## config.mk

```make
export PLATFORM = sky130hd
export DESIGN_NAME = bir_board_info
export DESIGN_NICKNAME = d
export VERILOG_FILES = /design/src/bir_pkg.sv /design/src/bir_board_info.sv /design/src/bir_opt_gate.sv
export SDC_FILE = /design/constraint.sdc
export NUM_CORES = 1
export LEC_CHECK = 0
export ABC_CLOCK_PERIOD_IN_PS = 2100
export BUFFER_PORTS_ARGS = -buffer_cell sky130_fd_sc_hd__buf_2
export CAP_MARGIN = 10
export CORE_AREA = 2 2 70 72
export DETAILED_ROUTE_END_ITERATION = 16
export DIE_AREA = 0 0 72 74
export PLACE_DENSITY = 0.69
export SLEW_MARGIN = 25
export SYNTH_ARGS = -nofsm -noshare
export SYNTH_HDL_FRONTEND = slang
export SYNTH_SLANG_ARGS = --single-unit
```

## constraint.sdc

```tcl
create_clock -name clock -period 2.1 [get_ports clock]
set_clock_uncertainty 0.15 [all_clocks]
set_input_delay 0.525 -clock clock [delete_from_list [all_inputs] [get_ports clock]]
set_output_delay 0.525 -clock clock [all_outputs]
set_load 0.005 [all_outputs]
```

## src/bir_pkg.sv

```systemverilog
// Purpose: Shared constants for the board information register bank.
// Assumes: APB slave with a 6-bit byte address and 32-bit data words.
// Notes:   Every offset, field position and control register reset value lives here.
package bir_pkg;

  // ----------------------------------------------------------------
  // Bus geometry
  // ----------------------------------------------------------------
  localparam int ADDR_W = 6;
  localparam int DATA_W = 32;
  localparam int STRB_W = DATA_W / 8;
  localparam logic [1:0] WORD_ALIGN = 2'h0;

  // ----------------------------------------------------------------
  // Register offsets (byte addresses)
  // ----------------------------------------------------------------
  localparam logic [ADDR_W-1:0] OFF_SWAP = 6'h00;
  localparam logic [ADDR_W-1:0] OFF_CODE_TYPE = 6'h04;
  localparam logic [ADDR_W-1:0] OFF_SIZE = 6'h08;
  localparam logic [ADDR_W-1:0] OFF_USER = 6'h0C;
  localparam logic [ADDR_W-1:0] OFF_REV = 6'h10;
  localparam logic [ADDR_W-1:0] OFF_PANEL_LINK = 6'h14;
  localparam logic [ADDR_W-1:0] OFF_LED = 6'h18;
  localparam logic [ADDR_W-1:0] OFF_REQ_STAT = 6'h1C;

  // ----------------------------------------------------------------
  // Identity and revision field widths and positions
  // ----------------------------------------------------------------
  localparam int BOARD_W = 16;
  localparam int CODE_NIB_W = 4;
  localparam int CODE_TYPE_W = BOARD_W + CODE_NIB_W;
  localparam int REV_FIELD_W = 8;
  localparam int REV_NUM_LSB = 24;
  localparam int REV_MONTH_LSB = 16;
  localparam int REV_DAY_LSB = 8;
  localparam int REV_YEAR_LSB = 0;
  localparam logic [7:0] MONTH_MIN = 8'h01;
  localparam logic [7:0] MONTH_MAX = 8'h0C;
  localparam logic [7:0] DAY_MIN = 8'h01;
  localparam logic [7:0] DAY_MAX = 8'h1F;
  localparam logic [7:0] YEAR_MAX = 8'h63;

  // ----------------------------------------------------------------
  // Logic size string: three ASCII characters, seven permitted values
  // ----------------------------------------------------------------
  localparam int SIZE_W = 24;
  localparam int SIZE_VALID_BIT = 31;
  localparam int DATE_VALID_BIT = 30;
  localparam int SIZE_N = 7;
  localparam logic [SIZE_W-1:0] SIZE_LIST [SIZE_N] = '{
    24'h303235, 24'h303335, 24'h303430, 24'h303630,
    24'h303835, 24'h303935, 24'h313135
  };
  localparam logic [SIZE_W-1:0] SIZE_DEFAULT = 24'h303630;

  // ----------------------------------------------------------------
  // Panel / link status word
  // ----------------------------------------------------------------
  localparam int PANEL_W = 4;
  localparam int PANEL_LSB = 0;
  localparam int PANEL_PRESENT_BIT = 4;
  localparam int LINK_PRESENT_BIT = 5;
  localparam int LINK_W = 16;
  localparam int LINK_LSB = 16;

  // ----------------------------------------------------------------
  // Control registers
  // ----------------------------------------------------------------
  localparam int SWAP_W = 4;
  localparam logic [SWAP_W-1:0] SWAP_RST = 4'h0;
  localparam int LED_USER_BIT = 0;
  localparam int LED_SYSMON_BIT = 1;
  localparam logic LED_RST = 1'b0;

  // ----------------------------------------------------------------
  // Interrupt request inputs, index order
  // ----------------------------------------------------------------
  localparam int REQ_TEMP = 0;
  localparam int REQ_SYSMON = 1;
  localparam int REQ_BUS_ONE = 2;
  localparam int REQ_BUS_TWO = 3;
  localparam int REQ_USER_FIRST = 4;
  localparam int REQ_N = 12;
  localparam int REQ_OUT_BIT = 16;
  localparam int REQ_PRESENT_LSB = 20;

endpackage

```

## src/bir_board_info.sv

```systemverilog
// Purpose: Board information register bank with APB slave access.
// Assumes: One 250 MHz clock, synchronous active-high reset, APB master.
// Notes:   Optional inputs exist as ports; disabled size and revision inputs read as build-time values, others as zero.
`timescale 1ns/1ps

// Overview of operation
// - A 16-bit board type constant is fixed at build time.
// - Code type identity is board type above a 4-bit code nibble.
// - Logic size string accepted; only seven listed values are valid.
// - Logic size input is used only when its option is set.
// - Front panel 4-bit identity is taken when enabled; card drives it.
// - A 32-bit build-time user word is readable as status.
// - Combined interrupt output is the OR of present requests, if enabled.
// - Each of twelve request inputs exists only with its own option.
// - Code revision number is an 8-bit value, zero to 255.
// - Revision date holds month 1-12, day 1-31, year 0-99.
// - Revision information input is used only when its option is set.
// - User and monitor LED drives exist only with their own options.
// - Host link status input is reported only when enabled.
// - Reset returns every control register to its initial value.
module bir_board_info #(
  parameter logic [15:0] board_type_ident = 16'h0000,
  parameter logic [3:0] code_nibble = 4'h0,
  parameter logic [23:0] logic_size = bir_pkg::SIZE_DEFAULT,
  parameter logic [31:0] user_word = 32'h00000000,
  parameter logic [7:0] code_revision = 8'h00,
  parameter logic [7:0] rev_month = 8'h01,
  parameter logic [7:0] rev_day = 8'h01,
  parameter logic [7:0] rev_year = 8'h00,
  parameter bit opt_size_in = 1'b0,
  parameter bit opt_panel_in = 1'b0,
  parameter bit opt_rev_info_in = 1'b0,
  parameter bit opt_user_led = 1'b0,
  parameter bit opt_sysmon_led = 1'b0,
  parameter bit opt_link_status = 1'b0,
  parameter bit opt_request_out = 1'b0,
  parameter bit opt_temp_request = 1'b0,
  parameter bit opt_sysmon_request = 1'b0,
  parameter bit opt_serial_bus_one_request = 1'b0,
  parameter bit opt_serial_bus_two_request = 1'b0,
  parameter bit opt_user_request_one = 1'b0,
  parameter bit opt_user_request_two = 1'b0,
  parameter bit opt_user_request_three = 1'b0,
  parameter bit opt_user_request_four = 1'b0,
  parameter bit opt_user_request_five = 1'b0,
  parameter bit opt_user_request_six = 1'b0,
  parameter bit opt_user_request_seven = 1'b0,
  parameter bit opt_user_request_eight = 1'b0
) (
  input wire logic clock,
  input wire logic srst,
  input wire logic psel,
  input wire logic penable,
  input wire logic pwrite,
  input wire logic [5:0] paddr,
  input wire logic [2:0] pprot,
  input wire logic [31:0] pwdata,
  input wire logic [3:0] pstrb,
  output logic [31:0] prdata,
  output logic pready,
  output logic pslverr,
  input wire logic [23:0] logic_size_in,
  input wire logic [3:0] panel_ident_in,
  input wire logic [31:0] rev_info_in,
  input wire logic [15:0] link_status_in,
  input wire logic [11:0] request_in,
  output logic [3:0] byte_swap_ctrl,
  output logic user_led_drive,
  output logic sysmon_led_drive,
  output logic request_out
);

  // ----------------------------------------------------------------
  // Build-time identity values
  // ----------------------------------------------------------------
  // Board type placed in the top bits, code nibble below
  localparam logic [bir_pkg::CODE_TYPE_W-1:0] logic_code_type_ident =
    {board_type_ident, code_nibble};

  // Date checked once at elaboration; a bad date is flagged, not hidden
  // Raw fields still read back, so a mistyped date stays traceable
  localparam bit date_ok =
    (rev_month >= bir_pkg::MONTH_MIN) &&
    (rev_month <= bir_pkg::MONTH_MAX) &&
    (rev_day >= bir_pkg::DAY_MIN) &&
    (rev_day <= bir_pkg::DAY_MAX) &&
    (rev_year <= bir_pkg::YEAR_MAX);

  // Per-request presence, index order matches the request_in vector
  localparam bit [bir_pkg::REQ_N-1:0] req_present = {
    opt_user_request_eight,
    opt_user_request_seven,
    opt_user_request_six,
    opt_user_request_five,
    opt_user_request_four,
    opt_user_request_three,
    opt_user_request_two,
    opt_user_request_one,
    opt_serial_bus_two_request,
    opt_serial_bus_one_request,
    opt_sysmon_request,
    opt_temp_request
  };

  // ----------------------------------------------------------------
  // Optional inputs
  // ----------------------------------------------------------------
  logic [23:0] size_in_q;
  logic [3:0] panel_q;
  logic [31:0] rev_in_q;
  logic [15:0] link_q;
  logic [11:0] req_q;

  // One flop per optional input: reads see a settled value,
  // at the cost of one cycle between a pin change and its status bit
  // Size input only sampled when the option exists
  bir_opt_gate #(.present(opt_size_in), .width(bir_pkg::SIZE_W)) u_size_gate (
    .clock(clock),
    .srst(srst),
    .din(logic_size_in),
    .dout(size_in_q)
  );

  // Panel card drives its identity; absent panel reads zero
  bir_opt_gate #(.present(opt_panel_in), .width(bir_pkg::PANEL_W)) u_panel_gate (
    .clock(clock),
    .srst(srst),
    .din(panel_ident_in),
    .dout(panel_q)
  );

  // Revision information replaces the built-in values when present
  bir_opt_gate #(.present(opt_rev_info_in), .width(bir_pkg::DATA_W)) u_rev_gate (
    .clock(clock),
    .srst(srst),
    .din(rev_info_in),
    .dout(rev_in_q)
  );

  // Host link status for reporting only
  bir_opt_gate #(.present(opt_link_status), .width(bir_pkg::LINK_W)) u_link_gate (
    .clock(clock),
    .srst(srst),
    .din(link_status_in),
    .dout(link_q)
  );

  // One gate per request line; disabled lines are held at zero
  for (genvar gi = 0; gi < bir_pkg::REQ_N; gi++) begin : g_req
    bir_opt_gate #(.present(req_present[gi]), .width(1)) u_req_gate (
      .clock(clock),
      .srst(srst),
      .din(request_in[gi]),
      .dout(req_q[gi])
    );
  end

  // ----------------------------------------------------------------
  // Logic size selection and check
  // ----------------------------------------------------------------
  logic [23:0] size_eff;
  logic size_ok;

  // A wrong size is reported through the valid bit, never corrected
  // Input wins over the parameter only when the input exists
  always_comb begin
    size_eff = opt_size_in ? size_in_q : logic_size;
    size_ok = 1'b0;
    for (int i = 0; i < bir_pkg::SIZE_N; i++) begin
      if (size_eff == bir_pkg::SIZE_LIST[i]) begin
        size_ok = 1'b1;
      end
    end
  end

  // ----------------------------------------------------------------
  // APB decode
  // ----------------------------------------------------------------
  logic access;
  logic addr_hit;
  logic wr_fire;
  logic [31:0] rd_word;

  // Protection bits are ignored; every access is treated alike
  // Access phase; one wait state before pready so reads are registered
  assign access = psel & penable;
  // Write lands on the same edge that samples pready high
  assign wr_fire = access & pready & pwrite & addr_hit;

  // Only aligned words inside the map are answered without error
  always_comb begin
    addr_hit = 1'b0;
    if (paddr[1:0] == bir_pkg::WORD_ALIGN) begin
      case (paddr)
        bir_pkg::OFF_SWAP,
        bir_pkg::OFF_CODE_TYPE,
        bir_pkg::OFF_SIZE,
        bir_pkg::OFF_USER,
        bir_pkg::OFF_REV,
        bir_pkg::OFF_PANEL_LINK,
        bir_pkg::OFF_LED,
        bir_pkg::OFF_REQ_STAT: begin
          addr_hit = 1'b1;
        end
        default: begin
          addr_hit = 1'b0;
        end
      endcase
    end
  end

  // ----------------------------------------------------------------
  // Read multiplexer
  // ----------------------------------------------------------------
  // Decode uses paddr only; prdata takes a copy on the edge that raises pready
  // Unused bits read as zero
  always_comb begin
    rd_word = '0;
    case (paddr)
      bir_pkg::OFF_SWAP: begin
        rd_word[bir_pkg::SWAP_W-1:0] = byte_swap_ctrl;
      end
      bir_pkg::OFF_CODE_TYPE: begin
        rd_word[bir_pkg::CODE_TYPE_W-1:0] = logic_code_type_ident;
      end
      bir_pkg::OFF_SIZE: begin
        rd_word[bir_pkg::SIZE_W-1:0] = size_eff;
        rd_word[bir_pkg::SIZE_VALID_BIT] = size_ok;
        rd_word[bir_pkg::DATE_VALID_BIT] = date_ok;
      end
      bir_pkg::OFF_USER: begin
        rd_word = user_word;
      end
      bir_pkg::OFF_REV: begin
        if (opt_rev_info_in) begin
          rd_word = rev_in_q;
        end else begin
          rd_word[bir_pkg::REV_NUM_LSB +: bir_pkg::REV_FIELD_W] = code_revision;
          rd_word[bir_pkg::REV_MONTH_LSB +: bir_pkg::REV_FIELD_W] = rev_month;
          rd_word[bir_pkg::REV_DAY_LSB +: bir_pkg::REV_FIELD_W] = rev_day;
          rd_word[bir_pkg::REV_YEAR_LSB +: bir_pkg::REV_FIELD_W] = rev_year;
        end
      end
      bir_pkg::OFF_PANEL_LINK: begin
        rd_word[bir_pkg::PANEL_LSB +: bir_pkg::PANEL_W] = panel_q;
        rd_word[bir_pkg::PANEL_PRESENT_BIT] = opt_panel_in;
        rd_word[bir_pkg::LINK_PRESENT_BIT] = opt_link_status;
        rd_word[bir_pkg::LINK_LSB +: bir_pkg::LINK_W] = link_q;
      end
      bir_pkg::OFF_LED: begin
        rd_word[bir_pkg::LED_USER_BIT] = user_led_drive;
        rd_word[bir_pkg::LED_SYSMON_BIT] = sysmon_led_drive;
      end
      bir_pkg::OFF_REQ_STAT: begin
        rd_word[bir_pkg::REQ_N-1:0] = req_q;
        rd_word[bir_pkg::REQ_OUT_BIT] = request_out;
        rd_word[bir_pkg::REQ_PRESENT_LSB +: bir_pkg::REQ_N] = req_present;
      end
      default: begin
        rd_word = '0;
      end
    endcase
  end

  // ----------------------------------------------------------------
  // APB response
  // ----------------------------------------------------------------
  // Ready pulses for one cycle, second cycle of the access phase
  // Costs a wait state per transfer but keeps decode off the bus path
  always_ff @(posedge clock) begin
    if (srst) begin
      pready <= 1'b0;
    end else begin
      pready <= access & ~pready;
    end
  end

  // Error flag travels with ready so the master sees both together
  always_ff @(posedge clock) begin
    if (srst) begin
      pslverr <= 1'b0;
    end else begin
      pslverr <= access & ~pready & ~addr_hit;
    end
  end

  // Read data captured on the same edge that raises ready; zero on errors
  always_ff @(posedge clock) begin
    if (srst) begin
      prdata <= '0;
    end else if (access & ~pready) begin
      prdata <= (~pwrite & addr_hit) ? rd_word : '0;
    end
  end

  // ----------------------------------------------------------------
  // Control registers
  // ----------------------------------------------------------------
  // Writable bits all sit in byte lane zero; upper strobes are ignored
  // Byte swap control, low byte lane only
  always_ff @(posedge clock) begin
    if (srst) begin
      byte_swap_ctrl <= bir_pkg::SWAP_RST;
    end else if (wr_fire && (paddr == bir_pkg::OFF_SWAP) && pstrb[0]) begin
      byte_swap_ctrl <= pwdata[bir_pkg::SWAP_W-1:0];
    end
  end

  // User LED; a disabled drive stays dark whatever software writes
  always_ff @(posedge clock) begin
    if (srst) begin
      user_led_drive <= bir_pkg::LED_RST;
    end else if (wr_fire && (paddr == bir_pkg::OFF_LED) && pstrb[0]) begin
      user_led_drive <= opt_user_led & pwdata[bir_pkg::LED_USER_BIT];
    end
  end

  // Monitor LED, controlled apart from the user LED
  always_ff @(posedge clock) begin
    if (srst) begin
      sysmon_led_drive <= bir_pkg::LED_RST;
    end else if (wr_fire && (paddr == bir_pkg::OFF_LED) && pstrb[0]) begin
      sysmon_led_drive <= opt_sysmon_led & pwdata[bir_pkg::LED_SYSMON_BIT];
    end
  end

  // ----------------------------------------------------------------
  // Combined interrupt request
  // ----------------------------------------------------------------
  // Plain OR, no latching: the sources keep their own flags
  // One more cycle of latency, but the output can never glitch
  always_ff @(posedge clock) begin
    if (srst) begin
      request_out <= 1'b0;
    end else begin
      request_out <= opt_request_out & (|(req_q & req_present));
    end
  end

endmodule

```

## src/bir_opt_gate.sv

```systemverilog
// Purpose: Registers one optional input, or holds it at zero when absent.
// Assumes: Input is synchronous to clock.
// Notes:   An absent input can never leak into the bank's state.
`timescale 1ns/1ps
module bir_opt_gate #(
  parameter bit present = 1'b0,
  parameter int width = 1
) (
  input wire logic clock,
  input wire logic srst,
  input wire logic [width-1:0] din,
  output logic [width-1:0] dout
);

  // ----------------------------------------------------------------
  // Capture stage
  // ----------------------------------------------------------------
  // Absent option reads as a constant zero
  always_ff @(posedge clock) begin
    if (srst) begin
      dout <= '0;
    end else if (present) begin
      dout <= din;
    end else begin
      dout <= '0;
    end
  end

endmodule

```

==> reports/results.tsv <==
stage	metric	value	unit
global_route	vias in the first global route	486	
floorplan	Initial Util	17.3	%
floorplan	# rows	25	
timing	f_max	535	MHz
critical_path	Largest stage delay, worst path	0.54	ns
critical_path	Worst Setup End Kind	register	
placement	DPL Wire Length	1340	µm
synth	synthesized area per cell	9.46	µm²
power	switching power	118	µW
hold_path	Hold WC Path Type	register to register	
timing	endpoints failing hold	0	
outcome	status	completed	
global_route	GRT Util Overall	5.70	%
critical_path	CP Cell Sequence	buf_2, or4_4, buf_4, nor4_4, buf_4, mux2i_1	
timing	worst hold slack	0.303	ns
global_route	total grt overflow	0	
routing	Post-route DRC	0	
global_route	met1 usage	8.31	%
power	peak supply drop	0.236	mV
timing	fin crit period	1.87	ns
floorplan	Die H	74	µm
timing	Max Slew Vio Count	0	
clocking	Worst-path clk slew	0.06	ns
clocking	Clock Sinks	14	
global_route	largest net degree at the start of global routing	18	
global_route	initial antenna violation count	0	
placement	routability cong.	0.639	
power	PD cells	582	nW/µm²
routing	Vias/cell	3.68	
global_route	M3 GR Usage	0.813	%
timing	final period utilization	89.0	%
power	Sw Share	20.6	%
synth	Yosys cell types	18	
clocking	post-CTS setup buffers	0	
clocking	H-tree levels	1	
timing	setup violators final	0	
critical_path	crit-path most repeated cell	buf_4	
clocking	CTS tree	yes	
timing	RSZ-0062 raised after global routing	no	
power	leakage	0.000464	µW
final_layout	commonest non-fill, non-tap cell in the layout	buf_2	
final_layout	Area Overhead vs Synth	23.6	%
synth	Seq cells post-synth	14	
critical_path	CP arrival	1.89	ns
synth	Syn. warnings	0	
clocking	Skew-Pair Late Insertion Delay	0.23	ns
routing	vias post-DR	630	
clocking	Clock Root Buffer	clkbuf_8	
routing	remaining antenna violation count	0	
clocking	TritonCTS buffer count	3	
critical_path	crit-path max FO	4	
floorplan	I/O pin count	179	
final_layout	highest-count cells in the layout ignoring fill and taps	37 x buf_2, 19 x conb_1, 14 x dfxtp_1, 8 x nand2b_1	
global_route	GRT Max-Usage Layer	met2	
critical_path	CP Launch Type	primary input	
clocking	CTS max path bufs	2	
final_layout	Final #Nets	256	
floorplan	die footprint	5330	µm²
clocking	cts repair resizes	0	
clocking	hold_buf cts	0	
global_route	Global Route met2 Usage	8.64	%
routing	drt wl/cell	9.36	µm
routing	Initial DRT Pass Iterations	4	
critical_path	Critical-path top delay cell	or4_4	
power	Combinational Power Share	8.8	%
synth	Netlist Area Pre-Place	795	µm²
routing	drt initial violations	13	
floorplan	die width	72	µm
job	MaxCap Viol Count	0	
power	Int Pwr	454	µW
power	clock power share	44.3	%
critical_path	Worst EP required	2.12	ns
critical_path	WS Path Type	primary input to register	
floorplan	Placeable Area	4600	µm²
placement	I/O Buffers	37	
final_layout	share of cells above drive strength 1	41.0	%
power	Tot Pwr	572	µW
power	Flop pwr share	46.9	%
synth	Syn Inst Count	84	
routing	Routed WL	1600	µm
synth	share of the yosys chip area belonging to registers	35.3	%
global_route	global-route wire length before repair	2330	µm
final_layout	diode count	0	
-- power by group through the flow --
| stage | registers [µW] | logic (µW) | clock network [µW] |
|---|---|---|---|
| 2_1_floorplan | 274 | 49.7 | 0 |
| 3_3_place_gp | 274 | 49.3 | 0 |
| 3_5_place_dp | 274 | 49.8 | 0 |
| 4_1_cts | 268 | 49.9 | 263 |
| 5_1_grt | 268 | 57.1 | 277 |
| 6_report | 268 | 50.1 | 253 |
-- cells in the mapped netlist --
cell type,instances,area share (%)
o31ai_1,3,2.8
nand4b_1,2,2.2
or4_1,2,1.9
or4b_1,1,1.3
mux2i_1,4,5.0
a21oi_1,4,2.5
buf_4,27,26
o31ai_2,1,1.6
dfxtp_1,14,35
o31a_1,1,1.1
nand2_1,5,2.4
nand3b_1,5,4.7
clkbuf_1,2,0.95
nor4_4,1,2.7
conb_1,1,0.47
or4_4,2,2.8
nand2b_1,8,6.3
nor2_1,1,0.47
-- state kept, by name (all words and copies together), names as in the netlist --
register,cells
byte_swap_ctrl,4
prdata,8
pready,1
pslverr,1
-- stage by stage --
stage | area, µm² | utilization [%] | setup TNS [ns] | cells | setup slack, ns
after floorplan | 862 | - | 0 | 102 | 0.145
after global placement | 927 | 20.2 | 0 | 167 | 0.0105
after detailed placement | 927 | 20.2 | -0.0682 | 167 | -0.0200
after CTS | 982 | 21.4 | 0 | 171 | 0.224
after global routing | 982 | 21.4 | 0 | 171 | 0.121
final | 982 | 21.4 | 0 | 171 | 0.232
-- critical path: cells and delay by family --
family / cells / cell delay (ns)
multiplexers: 1 / 0.18
AND/OR/NAND/NOR: 2 / 0.74
buffers and inverters: 3 / 0.44
-- final timing paths --
| kind | startpoint | to | slack, ns | cells past startpoint |
|---|---|---|---|---|
| max | paddr[2] | byte_swap_ctrl[0]$_SDFFE_PP0P_ | 0.23 | 6 |
| min | prdata[8]$_SDFFE_PP0P_ | prdata[8]$_SDFFE_PP0P_ | 0.30 | 2 |
| max reg2reg | pready$_SDFF_PP0_ | prdata[30]$_SDFFE_PP0P_ | 0.68 | 3 |
| min reg2reg | prdata[8]$_SDFFE_PP0P_ | prdata[8]$_SDFFE_PP0P_ | 0.30 | 2 |
-- metal layers --
metal  share of wire (%)  up-vias  wire length, µm
li1                    -      309                -
met1                  47      282              748
met2                  46       39              739
met3                 7.0        0              112
met4                   0        0                0
met5                   0        -                0
-- cells by family after synthesis --
| kind of cell | count (synthesis) | synth area share [%] |
|---|---|---|
| other | 1 | 0.472 |
| AND/OR/NAND/NOR | 27 | 24.7 |
| flip-flops | 14 | 35.3 |
| AO/OA/AOI/OAI | 9 | 8.03 |
| buffers and inverters | 29 | 26.5 |
| multiplexers | 4 | 5.04 |
-- area by class of cell --
class                   count  area (µm²)
flip-flops and latches     14         280
well taps                  54        67.6
multi-input cells          59         372
fillers                   503        3620
repair buffers             40         208
clock buffers               4        55.1
Note: power is estimated with default switching activity, not from simulation.
